`config.mk`:
```
export PLATFORM = sky130hd
export DESIGN_NAME = rsx_exec
export DESIGN_NICKNAME = d
export VERILOG_FILES = /design/src/design/rsx_pkg.sv /design/src/design/rsx_exec.sv
export SDC_FILE = /design/constraint.sdc
export NUM_CORES = 1
export LEC_CHECK = 0
export BUFFER_PORTS_ARGS = -buffer_cell sky130_fd_sc_hd__buf_2
export CAP_MARGIN = 20
export CORE_UTILIZATION = 55
export CTS_CLUSTER_DIAMETER = 120
export DETAILED_ROUTE_END_ITERATION = 8
export PLACE_DENSITY = 0.86
export SLEW_MARGIN = 20
export SYNTH_ARGS = -nofsm -noshare
export SYNTH_HDL_FRONTEND = slang
export SYNTH_SLANG_ARGS = --single-unit
```
`constraint.sdc`:
```
create_clock -name clk -period 9.8 [get_ports clk]
set_input_delay 1.96 -clock clk [delete_from_list [all_inputs] [get_ports clk]]
set_output_delay 1.96 -clock clk [all_outputs]
set_load 0.005 [all_outputs]
```
`src/design/rsx_pkg.sv`:
```
// Purpose: Constants and opcode enumeration for the rotate/subtract/xor/sleep unit
// Assumes: 8-bit data path, 7-bit file addresses
// Notes:   Shared by the execution unit
package rsx_pkg;

   // ==========================================================
   // Operation selector
   typedef enum logic [3:0] {
      RSX_OP_NONE        = 4'h0,
      RSX_OP_ROT_RIGHT   = 4'h1,
      RSX_OP_LIT_SUB     = 4'h2,
      RSX_OP_REG_SUB     = 4'h3,
      RSX_OP_REG_SUB_BRW = 4'h4,
      RSX_OP_NIB_SWAP    = 4'h5,
      RSX_OP_XOR_LIT     = 4'h6,
      RSX_OP_XOR_REG     = 4'h7,
      RSX_OP_DIR_LOAD    = 4'h8,
      RSX_OP_SLEEP       = 4'h9
   } rsx_op_t;

   // ==========================================================
   // Run state
   typedef enum logic [0:0] {
      RSX_ST_RUN   = 1'b0,
      RSX_ST_SLEEP = 1'b1
   } rsx_state_t;

   // ==========================================================
   // Operand values and reset values
   localparam logic [6:0] RSX_MAX_FILE_ADDR = 7'h7f;
   localparam logic [2:0] RSX_DIR_SEL_A     = 3'h5;
   localparam logic [2:0] RSX_DIR_SEL_B     = 3'h6;
   localparam logic [2:0] RSX_DIR_SEL_C     = 3'h7;
   localparam logic       RSX_DEST_ACC      = 1'b0;
   localparam logic       RSX_DEST_FILE     = 1'b1;
   localparam logic [7:0] RSX_DIR_RESET     = 8'hff;
   localparam logic [7:0] RSX_ACC_RESET     = 8'h00;
   localparam logic [7:0] RSX_WDT_CLEARED   = 8'h00;
   localparam logic       RSX_TO_RESET      = 1'b1;
   localparam logic       RSX_PD_RESET      = 1'b1;
   localparam logic       RSX_FLAG_RESET    = 1'b0;

endpackage : rsx_pkg

```
`src/design/rsx_exec.sv`:
```
// Purpose: One-cycle execution of a slice of the instruction set
// Assumes: File read data is combinational for file_addr; inputs synchronous to clk
// Notes:   Sleep is left by the wake input
`timescale 1ns/1ps
module rsx_exec
   import rsx_pkg::*;
(
   input  wire logic       clk,
   input  wire logic       reset_n,
   input  wire logic       exec_valid,
   input  wire rsx_op_t    exec_op,
   input  wire logic [6:0] file_addr,
   input  wire logic       dest_sel,
   input  wire logic [7:0] literal,
   input  wire logic [7:0] file_rdata,
   input  wire logic       wake,
   output logic [7:0]      acc,
   output logic            carry_flag,
   output logic            half_carry_flag,
   output logic            zero_flag,
   output logic            file_we,
   output logic [6:0]      file_waddr,
   output logic [7:0]      file_wdata,
   output logic [7:0]      port_a_direction,
   output logic [7:0]      port_b_direction,
   output logic [7:0]      port_c_direction,
   output logic            timeout_status,
   output logic            power_down_status,
   output logic            wdt_clear,
   output logic            osc_run
);

   // ==========================================================
   // Decode
   rsx_state_t state;
   wire        go        = exec_valid && (state == RSX_ST_RUN);
   wire        op_rot    = go && exec_op == RSX_OP_ROT_RIGHT;
   wire        op_lsub   = go && exec_op == RSX_OP_LIT_SUB;
   wire        op_rsub   = go && exec_op == RSX_OP_REG_SUB;
   wire        op_bsub   = go && exec_op == RSX_OP_REG_SUB_BRW;
   wire        op_swap   = go && exec_op == RSX_OP_NIB_SWAP;
   wire        op_xl     = go && exec_op == RSX_OP_XOR_LIT;
   wire        op_xr     = go && exec_op == RSX_OP_XOR_REG;
   wire        op_dir    = go && exec_op == RSX_OP_DIR_LOAD;
   wire        op_sleep  = go && exec_op == RSX_OP_SLEEP;
   wire        is_sub    = op_lsub || op_rsub || op_bsub;
   wire        lit_op    = op_lsub || op_xl;
   wire        file_op   = op_rot || op_rsub || op_bsub || op_swap || op_xr;

   // ==========================================================
   // Arithmetic
   wire [7:0]  minuend   = op_lsub ? literal : file_rdata;
   // Borrow in is the inverted carry for the borrow form only
   wire        bin       = op_bsub ? ~carry_flag : 1'b0;
   wire [8:0]  sub_full  = {1'b0, minuend} + {1'b0, ~acc} + {8'h00, ~bin};
   wire [4:0]  sub_low   = {1'b0, minuend[3:0]} + {1'b0, ~acc[3:0]} + {4'h0, ~bin};
   wire [7:0]  rot_res   = {carry_flag, file_rdata[7:1]};
   wire [7:0]  swap_res  = {file_rdata[3:0], file_rdata[7:4]};
   wire [7:0]  xor_res   = acc ^ (op_xl ? literal : file_rdata);

   logic [7:0] result;
   always_comb begin
      case (1'b1)
         op_rot:        result = rot_res;
         is_sub:        result = sub_full[7:0];
         op_swap:       result = swap_res;
         op_xl, op_xr:  result = xor_res;
         default:       result = 8'h00;
      endcase
   end

   wire        res_zero  = (result == 8'h00);
   wire        z_upd     = is_sub || op_xl || op_xr;
   wire        to_acc    = lit_op || (file_op && dest_sel == RSX_DEST_ACC);
   wire        to_file   = file_op && dest_sel == RSX_DEST_FILE;

   assign file_we    = to_file;
   assign file_waddr = file_addr & RSX_MAX_FILE_ADDR;
   assign file_wdata = result;
   assign wdt_clear  = op_sleep;
   assign osc_run    = (state == RSX_ST_RUN);

   // ==========================================================
   // Accumulator and flags
   always_ff @(posedge clk or negedge reset_n) begin
      if (!reset_n) begin
         acc             <= RSX_ACC_RESET;
         carry_flag      <= RSX_FLAG_RESET;
         half_carry_flag <= RSX_FLAG_RESET;
         zero_flag       <= RSX_FLAG_RESET;
      end else begin
         if (to_acc)
            acc <= result;
         if (op_rot)
            carry_flag <= file_rdata[0];
         else if (is_sub)
            carry_flag <= sub_full[8];
         if (is_sub)
            half_carry_flag <= sub_low[4];
         if (z_upd)
            zero_flag <= res_zero;
      end
   end

   // ==========================================================
   // Direction registers; other operands leave them alone
   always_ff @(posedge clk or negedge reset_n) begin
      if (!reset_n) begin
         port_a_direction <= RSX_DIR_RESET;
         port_b_direction <= RSX_DIR_RESET;
         port_c_direction <= RSX_DIR_RESET;
      end else if (op_dir) begin
         if (literal[2:0] == RSX_DIR_SEL_A && literal[7:3] == 5'h00)
            port_a_direction <= acc;
         if (literal[2:0] == RSX_DIR_SEL_B && literal[7:3] == 5'h00)
            port_b_direction <= acc;
         if (literal[2:0] == RSX_DIR_SEL_C && literal[7:3] == 5'h00)
            port_c_direction <= acc;
      end
   end

   // ==========================================================
   // Sleep state and power status
   always_ff @(posedge clk or negedge reset_n) begin
      if (!reset_n) begin
         state             <= RSX_ST_RUN;
         timeout_status    <= RSX_TO_RESET;
         power_down_status <= RSX_PD_RESET;
      end else begin
         case (state)
            RSX_ST_RUN: begin
               if (op_sleep) begin
                  state             <= RSX_ST_SLEEP;
                  timeout_status    <= 1'b1;
                  power_down_status <= 1'b0;
               end
            end
            RSX_ST_SLEEP: begin
               if (wake)
                  state <= RSX_ST_RUN;
            end
            default: state <= RSX_ST_RUN;
         endcase
      end
   end
endmodule // rsx_exec

```
==> metrics.txt, run 1 <==
CTS Hold Bufs=0; NetSw=about 130 uW; clk_lat worst skew=0.28 ns; Initial Util=0.5788; Final nets=around 340; CTS root buf=clkbuf_8; Via Count=a little over 2000; Int Pwr=288.2 uW; footprint of the multi-input gates=around 1400 um^2; status=completed; die height=70.16 um; drt first pass iters=4; Clock Power Share=0.323; post-cts sizing count=0; post-route ant nets=0; total detailed-routing wirelength=a little under 6000 um; GRT Overall Usage=0.2488; Pins Over Slew Limit=0; worst-margin pin slew=0.8067 ns; HP Class=flop to flop; slowest stage delay, CP=0.40 ns; Post-synth EDFFs=0; Critical Path Start Type=primary input; share of cells above drive strength 1=0.5033; Top FF cell, synth=dfstp_2; Seq/Total Area, Yosys=0.3746; vias in the first global route=1981; port bufs=71; Num CTS Buffers=5; Peak VDD IR=~93 uV; worst path arrival time=5.12 ns; # fillers=372; number of max-cap violations=0; final setup TNS=0 ns; Seq. cell area=~960 um^2; Setup-failing EPs final=0; syn_area_per_cell=10.69 um^2; CTS tree=built; Buf+Inv Stages, Crit Path=3; gpl congestion=1.003; RSZ-0062 raised after global routing=false; max frequency=141.2 MHz; WL/cell=16.43 um; CP delay by family, top=simple AND/OR/NAND/NOR gates; Async S/R FF share, synth=1.000; die width=70.16 um; Mapped Nets=280; crit path kind=primary input to output port; initial antenna violation count=0; die area=4922 um^2; clock tree sinks=37; reg2reg path depth=12; PnR worst setup slack=2.716 ns; CP required=7.84 ns; post-CTS setup repair buffer count=0; n_diodes=0; switching part of the total=0.3092; Cell Chain, Critical Path=buf_2, nor3b_4, nand3_1, mux2_2, fa_1, inv_1, fa_1, nand2b_1, a21oi_1, a31oi_1, xnor2_1, o211ai_1, buf_2; final hold slack=0.4741 ns; P per Cell Area=roughly 140 nW/um^2; initial drt markers=122; dpl ws=between 2 and 3 ns; Cells after DPL=348; fin crit period=7.084 ns; endpoint class of the critical path=output port; Sequential Power Share=0.422; Finished Layout Cells=about 360; P&R area growth vs syn=16.65%; Synth warnings=0; synthesized flop and latch total=37; mapped cell area=2555 um^2; Tcrit/Tclk final=0.7229; Rows=24; Final Hold Viols=0; Via density=5.705; Worst slew margin=0.4622; Crit-path slowest cell=nand3_1; LEAKAGE=1.455 nW; Comb pwr share=0.255; core area=between 4000 and 5000 um^2; pin count of the biggest net entering global routing=38; WHS Path Cells=2; crit path max fanout=10; Ports=87; H-tree levels=2; post-synthesis cell count=239; count of cell types in the netlist=59; first-pass GRT wire length=roughly 9600 um; Crit path depth=13; worst clock skew=0.006353 ns; Clock Path Buffers=2; Reg clk slew, reported paths=0.08 ns; Detailed Place HPWL=~4500 um; DRC=0; grt ovf=0
placed cells by master, fill, tap and decap left out, types with 3 or more instances in the layout:
cell type  instances
mux2_2            36
buf_2             71
a21oi_1            4
xnor2_1            9
nor3b_1            3
nor3b_4            3
o21ai_0           11
nand2b_1           4
nand2_1           14
ha_1               7
nand3_1            5
dfrtp_1           12
inv_1             16
clkbuf_8           5
nor2_1            15
nor2b_1            3
mux2i_1           11
dfstp_2           25
path summary, 6_finish.rpt:
kind	start	end	slack [ns]
max	exec_op[3]	file_wdata[6]	2.72
min	half_carry_flag$_DFFE_PN0N_	half_carry_flag$_DFFE_PN0N_	0.47
min in group asynchronous	reset_n	state$_DFF_PN0_	1.76
max reg2reg	state$_DFF_PN0_	zero_flag$_DFFE_PN0P_	6.15
min reg2reg	half_carry_flag$_DFFE_PN0N_	half_carry_flag$_DFFE_PN0N_	0.47
max in group asynchronous	reset_n	zero_flag$_DFFE_PN0P_	7.53
layout make-up:
type                       instances  area share
multi-input combinational        172      0.4790
clock inverter                     3     0.01553
inverter                          16     0.02015
sequential                        37      0.3212
tap                               52     0.02183
clock buffer                       5     0.02309
timing repair buffer              71      0.1192
Yosys cell counts, types with 2 or more instances:
master	number	area (um^2)
o21ai_0	11	55.05
nand2b_1	4	25.02
fa_1	2	40.04
a21oi_1	4	20.02
mux2_2	36	405.4
inv_1	16	60.06
nor2b_1	3	18.77
a21o_1	2	15.01
nor2_1	15	56.30
nand3_1	5	25.02
nor4b_1	2	17.52
a22oi_1	2	15.01
nor3b_1	3	22.52
nand2_1	14	52.55
and2_1	2	12.51
dfstp_2	25	656.9
ha_1	7	87.58
a221oi_1	2	17.52
nor3b_4	3	56.30
a31oi_1	2	12.51
buf_4	9	67.56
a211oi_1	2	15.01
dfrtp_1	12	300.3
mux2i_1	11	110.1
xnor2_1	9	78.83
buf_6	3	33.78
through the flow:
stage | cell area [um^2] | power, mW | utilization
after floorplan | 2555 | 0.2482 | -
after global placement | 2865 | 0.2808 | 0.6491
after detailed placement | 2865 | 0.2843 | 0.6491
after CTS | 2980 | 0.4199 | 0.6752
after global routing | 2980 | 0.4383 | 0.6752
final | 2980 | 0.4173 | 0.6752
sequential cells by signal (all words and copies together) (netlist names):
register / count
acc: 8
carry_flag: 1
half_carry_flag: 1
port_a_direction: 8
port_b_direction: 8
port_c_direction: 8
power_down_status: 1
state: 1
zero_flag: 1
kinds of logic after synthesis:
kind of cell / synth area share
AND/OR/NAND/NOR: 0.1636
other: 0.001468
XOR/XNOR: 0.03428
adder cells (fa/ha/maj): 0.04995
buffers and inverters: 0.06660
multiplexers: 0.2018
AO/OA/AOI/OAI: 0.1077
flip-flops: 0.3746
tightest hold or removal path: stages, from the launching register on:
cell	delay, ns
dfrtp_1	0.34
nand2_1	0.05
nand2_1	0.05
layer usage:
| metal | global-route usage | share of wire | vias up |
|---|---|---|---|
| met5 | 0 | 0 | - |
| met4 | 0.05778 | 0.011 | 0 |
| met3 | 0.06782 | 0.054 | 6 |
| met2 | 0.4071 | 0.49 | 64 |
| met1 | 0.3290 | 0.45 | 979 |
| li1 | - | - | 982 |
power groups by stage:
stage / logic [mW] / clock network (mW) / registers (mW)
after floorplan: 0.0720 / 0 / 0.176
after global placement: 0.103 / 0 / 0.178
after detailed placement: 0.106 / 0 / 0.179
after CTS: 0.106 / 0.137 / 0.176
after global routing: 0.119 / 0.141 / 0.178
final: 0.106 / 0.135 / 0.176
No activity file was read; power rests on OpenSTA's default activity.
==> inputs of run 2 (changes only) <==
--- a/config.mk
+++ b/config.mk
@@ -7,10 +7,10 @@
 export LEC_CHECK = 0
 export BUFFER_PORTS_ARGS = -buffer_cell sky130_fd_sc_hd__buf_2
 export CAP_MARGIN = 20
-export CORE_UTILIZATION = 55
+export CORE_UTILIZATION = 51
 export CTS_CLUSTER_DIAMETER = 120
 export DETAILED_ROUTE_END_ITERATION = 8
-export PLACE_DENSITY = 0.86
+export PLACE_DENSITY = 0.81
 export SLEW_MARGIN = 20
 export SYNTH_ARGS = -nofsm -noshare
 export SYNTH_HDL_FRONTEND = slang
==> constraint.sdc (replaced) <==
create_clock -name clk -period 6.7 [get_ports clk]
set_input_delay 1.34 -clock clk [delete_from_list [all_inputs] [get_ports clk]]
set_output_delay 1.34 -clock clk [all_outputs]
set_load 0.005 [all_outputs]
==> metrics.txt, run 2 (same netlist as run 1, synthesis figures left out) <==
status=completed; Finished Layout Cells=371 (+4.2%); WL/cell=15.65 um (-4.7%); Comb pwr share=0.273 (+0.018); GRT Overall Usage=0.2393 (-0.009511); Clock Path Buffers=2 (unchanged); worst clock skew=0.003954 ns (-0.002400 ns); Critical Path Start Type=primary input; Crit-path slowest cell=nand3_1; Setup-failing EPs final=0 (unchanged); Detailed Place HPWL=4450 um (-1.7%); worst r2r src=state$_DFF_PN0_; RSZ-0062 raised after global routing=false; Tcrit/Tclk final=0.8693; Post-DP Area=2884 um^2 (+0.66%); die height=72.78 um (+3.7%); endpoint class of the critical path=output port; clk_lat worst skew=0.29 ns (about the same); final hold slack=0.4749 ns (+0.0008010 ns); crit path kind=primary input to output port; dpl ws=0.9045 ns (-1.872 ns); vias in the first global route=1924 (-2.9%); die width=72.78 um (+3.7%); Clock Power Share=0.273 (-0.050); share of cells above drive strength 1=0.4967 (-0.006579); final setup TNS=0 ns (unchanged); CTS root buf=clkbuf_8; Setup crit end=file_wdata[6]; reg2reg setup slack=3.02 ns (-3.13 ns); r2r endpoint=zero_flag$_DFFE_PN0P_; Buf+Inv Stages, Crit Path=3 (unchanged); first-pass GRT wire length=9570 um (about the same); Rows=25 (+4.2%); Via Count=2046 (+0.74%); fin crit period=about 5.8 ns; n_diodes=0 (unchanged); Int Pwr=384.6 uW (+33%); DRC=0 (unchanged); worst-margin pin slew=0.8063 ns (-0.0003704 ns); H-tree levels=2 (unchanged); commonest cells after routing, fill and taps aside=buf_2 (71), mux2_2 (36), dfstp_2 (25); Initial Util=0.5339 (-0.04494); post-route ant nets=0 (unchanged); Pwr Total=566.7 uW (+36%); Worst slew margin=0.4625 (about the same); P&R area growth vs syn=16.21%; Num CTS Buffers=5 (unchanged); crit path max fanout=10 (unchanged); Reg clk slew, reported paths=0.08 ns (about the same); NetSw=182.0 uW (+41%); drt first pass iters=4 (unchanged); reg2reg path depth=10 (-2); PnR worst setup slack=0.8754 ns (-1.841 ns); Crit path depth=13 (unchanged); Core Util, Final=0.6204 (-0.05478); gpl congestion=0.9602 (-4.2%); CTS tree=built; Worst Setup SP=exec_op[3]; Cells after DPL=363 (+4.3%); Final Cell Area=2969 um^2 (-0.38%); P per Cell Area=190.9 nW/um^2 (+36%); slowest stage delay, CP=0.42 ns (+0.02 ns); core area=4786 um^2 (+8.4%); clock tree sinks=37 (unchanged); post-cts sizing count=0 (unchanged); LEAKAGE=1.443 nW (-0.82%); Final nets=344 (unchanged); initial drt markers=101 (-17%); Cell Chain, Critical Path=buf_2, nor3b_4, nand3_1, mux2_2, fa_1, inv_1, fa_1, nand2b_1, a21oi_1, a31oi_1, xnor2_1, o211ai_1, buf_2; total detailed-routing wirelength=5808 um (-0.72%); worst path arrival time=4.48 ns (-0.64 ns); number of max-cap violations=0 (unchanged); pin count of the biggest net entering global routing=38 (unchanged); initial antenna violation count=0 (unchanged); CP delay by family, top=simple AND/OR/NAND/NOR gates; Pins Over Slew Limit=0 (unchanged); Ports=87 (unchanged); port bufs=71 (unchanged); Sequential Power Share=0.454 (+0.032); max frequency=171.7 MHz; Final Hold Viols=0 (unchanged); CTS Hold Bufs=0 (unchanged); post-CTS setup repair buffer count=0 (unchanged); switching part of the total=0.3212 (+0.01205); HP Class=flop to flop; Peak VDD IR=134.1 uV (+43%); most common cell after layout, fill and taps aside=buf_2; CP required=5.36 ns (-2.48 ns); grt ovf=0 (unchanged); Via density=5.515 (-3.3%); die area=5297 um^2 (+7.6%)
## run 2: worst min-delay path by stage
| stage | start | end | slack, ns | cells after the start |
|---|---|---|---|---|
| floorplan | half_carry_flag$_DFFE_PN0N_ | half_carry_flag$_DFFE_PN0N_ | 0.47 | 2 |
| global placement | half_carry_flag$_DFFE_PN0N_ | half_carry_flag$_DFFE_PN0N_ | 0.46 | 2 |
| detailed placement | half_carry_flag$_DFFE_PN0N_ | half_carry_flag$_DFFE_PN0N_ | 0.46 | 2 |
| CTS | half_carry_flag$_DFFE_PN0N_ | half_carry_flag$_DFFE_PN0N_ | 0.48 | 2 |
| global route | power_down_status$_DFFE_PN1P_ | power_down_status$_DFFE_PN1P_ | 0.50 | 1 |
| finish | half_carry_flag$_DFFE_PN0N_ | half_carry_flag$_DFFE_PN0N_ | 0.47 | 2 |
## run 2: per-layer routing
metal  GRT usage  routed length (um)  up-vias
met5           0                   0        -
met4     0.07843                  70        0
met3     0.05525                 424        8
met2      0.3998                2769       70
met1      0.3067                2544      995
li1            -                   -      973
## run 2: power by group through the flow
stage	combinational [mW]	sequential (mW)	clock [mW]
detailed placement	0.154	0.261	0
global placement	0.150	0.261	0
finish	0.155	0.257	0.155
global route	0.173	0.260	0.169
floorplan	0.105	0.258	0
CTS	0.155	0.258	0.159
## run 2: worst register-to-register path, stage by stage, from the launching register on
cell	delay, ns
dfrtp_1	0.43
nor3b_4	0.40
nand3_1	0.42
mux2_2	0.42
fa_1	0.42
a211oi_1	0.37
o21ai_0	0.21
a31oi_1	0.24
mux2i_1	0.25
nand3_2	0.12
o41ai_2	0.30
## run 2: cell type report
type,instances,area [um^2]
Fill cell,436,1817
Multi-Input combinational cell,172,1428
Sequential cell,37,957.2
Timing Repair Buffer,71,355.3
Tap cell,67,83.83
Clock buffer,7,76.32
Inverter,16,60.06
Clock inverter,1,8.758
==> inputs of run 3 (changes only) <==
--- a/config.mk
+++ b/config.mk
@@ -5,10 +5,10 @@
 export SDC_FILE = /design/constraint.sdc
 export NUM_CORES = 1
 export LEC_CHECK = 0
-export BUFFER_PORTS_ARGS = -buffer_cell sky130_fd_sc_hd__buf_2
+export BUFFER_PORTS_ARGS = -buffer_cell sky130_fd_sc_hd__clkbuf_2
 export CAP_MARGIN = 20
+export CORE_ASPECT_RATIO = 0.8
 export CORE_UTILIZATION = 51
-export CTS_CLUSTER_DIAMETER = 120
 export DETAILED_ROUTE_END_ITERATION = 8
 export PLACE_DENSITY = 0.81
 export SLEW_MARGIN = 20
==> metrics.txt, run 3 (same netlist as run 1, synthesis figures left out) <==
Tcrit/Tclk final=0.8693 (about the same); LEAKAGE=1.415 nW (-1.9%); Pwr Total=568.4 uW (+0.29%); P&R area growth vs syn=15.92%; fin crit period=5.824 ns (-0.0005600 ns); GR Util met2=0.3803 (-0.01954); Detailed Place HPWL=4566 um (+2.6%); HP Class=flop to flop; Buf+Inv Stages, Crit Path=3 (unchanged); most common cell after layout, fill and taps aside=clkbuf_2; WL/cell=16.09 um (+2.8%); Setup-failing EPs final=0 (unchanged); first-pass GRT wire length=9687 um (+1.2%); CP delay by family, top=simple AND/OR/NAND/NOR gates; Critical Path Start Type=primary input; gpl congestion=0.9108 (-5.1%); footprint of the multi-input gates=1428 um^2 (unchanged); Cell Chain, Critical Path=clkbuf_2, nor3b_4, nand3_1, mux2_2, fa_1, inv_1, fa_1, nand2b_1, a21oi_1, a31oi_1, xnor2_1, o211ai_1, clkbuf_2; Ports=87 (unchanged); pin count of the biggest net entering global routing=38 (unchanged); met3 Resource Use GR=0.06111 (+0.005862); drt first pass iters=4 (unchanged); GRT Overall Usage=0.2452 (+0.005962); crit path kind=primary input to output port; slowest stage delay, CP=0.39 ns (-0.03 ns); status=completed; CP required=5.36 ns (about the same); total detailed-routing wirelength=5857 um (+0.84%); crit path max fanout=10 (unchanged); CTS Hold Bufs=0 (unchanged); Num CTS Buffers=5 (unchanged); PnR worst setup slack=0.8760 ns (+0.0005600 ns); P per Cell Area=191.9 nW/um^2 (+0.55%); routing usage on met1=0.3377 (+0.03100); share of cells above drive strength 1=0.5033 (+0.006579); clock tree sinks=37 (unchanged); # fillers=406 (-6.9%); Seq. cell area=957.2 um^2 (unchanged); DRC=0 (unchanged); Via density=5.618 (+1.9%); CTS tree=built; Pins Over Slew Limit=0 (unchanged); H-tree levels=2 (unchanged); die area=5299 um^2 (about the same); port bufs=71 (unchanged); Worst slew margin=0.4105 (-0.05197); Via Count=2045 (-0.049%); initial drt markers=125 (+24%); Final nets=344 (unchanged); n_diodes=0 (unchanged); Rows=22 (-12%); worst path arrival time=4.48 ns (about the same); final setup TNS=0 ns (unchanged); die height=65.31 um (-10%); Initial Util=0.5428 (+0.008940); commonest cells after routing, fill and taps aside=clkbuf_2 (71), mux2_2 (36), dfstp_2 (25); Reg clk slew, reported paths=0.08 ns (about the same); gr busiest metal=met2; Final Cell Area=2962 um^2 (-0.25%); die width=81.14 um (+11%); post-route ant nets=0 (unchanged); vias in the first global route=1977 (+2.8%); Crit-path slowest cell=nand3_1; Final Hold Viols=0 (unchanged); max frequency=171.7 MHz (about the same); CTS root buf=clkbuf_8; post-cts sizing count=0 (unchanged); grt ovf=0 (unchanged); Clock Path Buffers=2 (unchanged); clk_lat worst skew=0.29 ns (about the same); worst clock skew=0.004768 ns (+0.0008147 ns); post-CTS setup repair buffer count=0 (unchanged); Post-DP Area=2875 um^2 (-0.30%); worst-margin pin slew=0.8843 ns (+0.07796 ns); RSZ-0062 raised after global routing=false; Core Util, Final=0.6292 (+0.008795); dpl ws=0.9221 ns (+0.01757 ns); core area=4707 um^2 (-1.6%); initial antenna violation count=0 (unchanged); number of max-cap violations=0 (unchanged); endpoint class of the critical path=output port; Peak VDD IR=119.9 uV (-11%)
==> run 3: changes by cell type in the layout (fill, tap and decap cells not counted), sizes merged <==
cell | before | now
clkbuf | 7 | 76
clkinv | 1 | 2
buf | 71 | 0
clkinvlp | 0 | 1
==> run 3: final cells by class <==
type	count	share of cell area
clock buffer	5	0.02324
multi-input combinational	172	0.4820
clock inverter	3	0.005915
sequential	37	0.3232
inverter	16	0.02028
timing repair buffer	71	0.1200
tap	60	0.02535
==> run 3: per-stage QoR <==
| step | hold slack (ns) | cells |
|---|---|---|
| after CTS | 0.4926 | 364 |
| final | 0.4894 | 364 |
| after global routing | 0.5282 | 364 |
| after detailed placement | 0.4719 | 356 |
| after global placement | 0.4668 | 356 |
| after floorplan | 0.4700 | 239 |
==> run 3: final timing paths <==
check | end | cells past startpoint | startpoint | slack [ns]
min in group asynchronous | state$_DFF_PN0_ | 1 | reset_n | 1.16
worst max-delay path | file_wdata[6] | 13 | exec_op[3] | 0.88
worst min-delay path | half_carry_flag$_DFFE_PN0N_ | 2 | half_carry_flag$_DFFE_PN0N_ | 0.49
worst max register to register | zero_flag$_DFFE_PN0P_ | 12 | state$_DFF_PN0_ | 3.10
worst min register to register | half_carry_flag$_DFFE_PN0N_ | 2 | half_carry_flag$_DFFE_PN0N_ | 0.49
max in group asynchronous | carry_flag$_DFFE_PN0P_ | 1 | reset_n | 4.99
==> run 3: routing by layer <==
metal / part of all wire / up-vias
li1: - / 976
met3: 0.077 / 7
met4: 0.0077 / 0
met5: 0 / -
met2: 0.45 / 72
met1: 0.46 / 990
==> run 3: worst min-delay path, stage by stage (launching register included) <==
cell and delay, ns:
dfrtp_1 0.35, nand2_1 0.05, nand2_1 0.06
==> run 3: where the power goes <==
part / internal [mW] / switching [mW]
clock network: 0.0718 / 0.0844
logic: 0.0715 / 0.0830
registers: 0.238 / 0.0194
total: 0.382 / 0.187
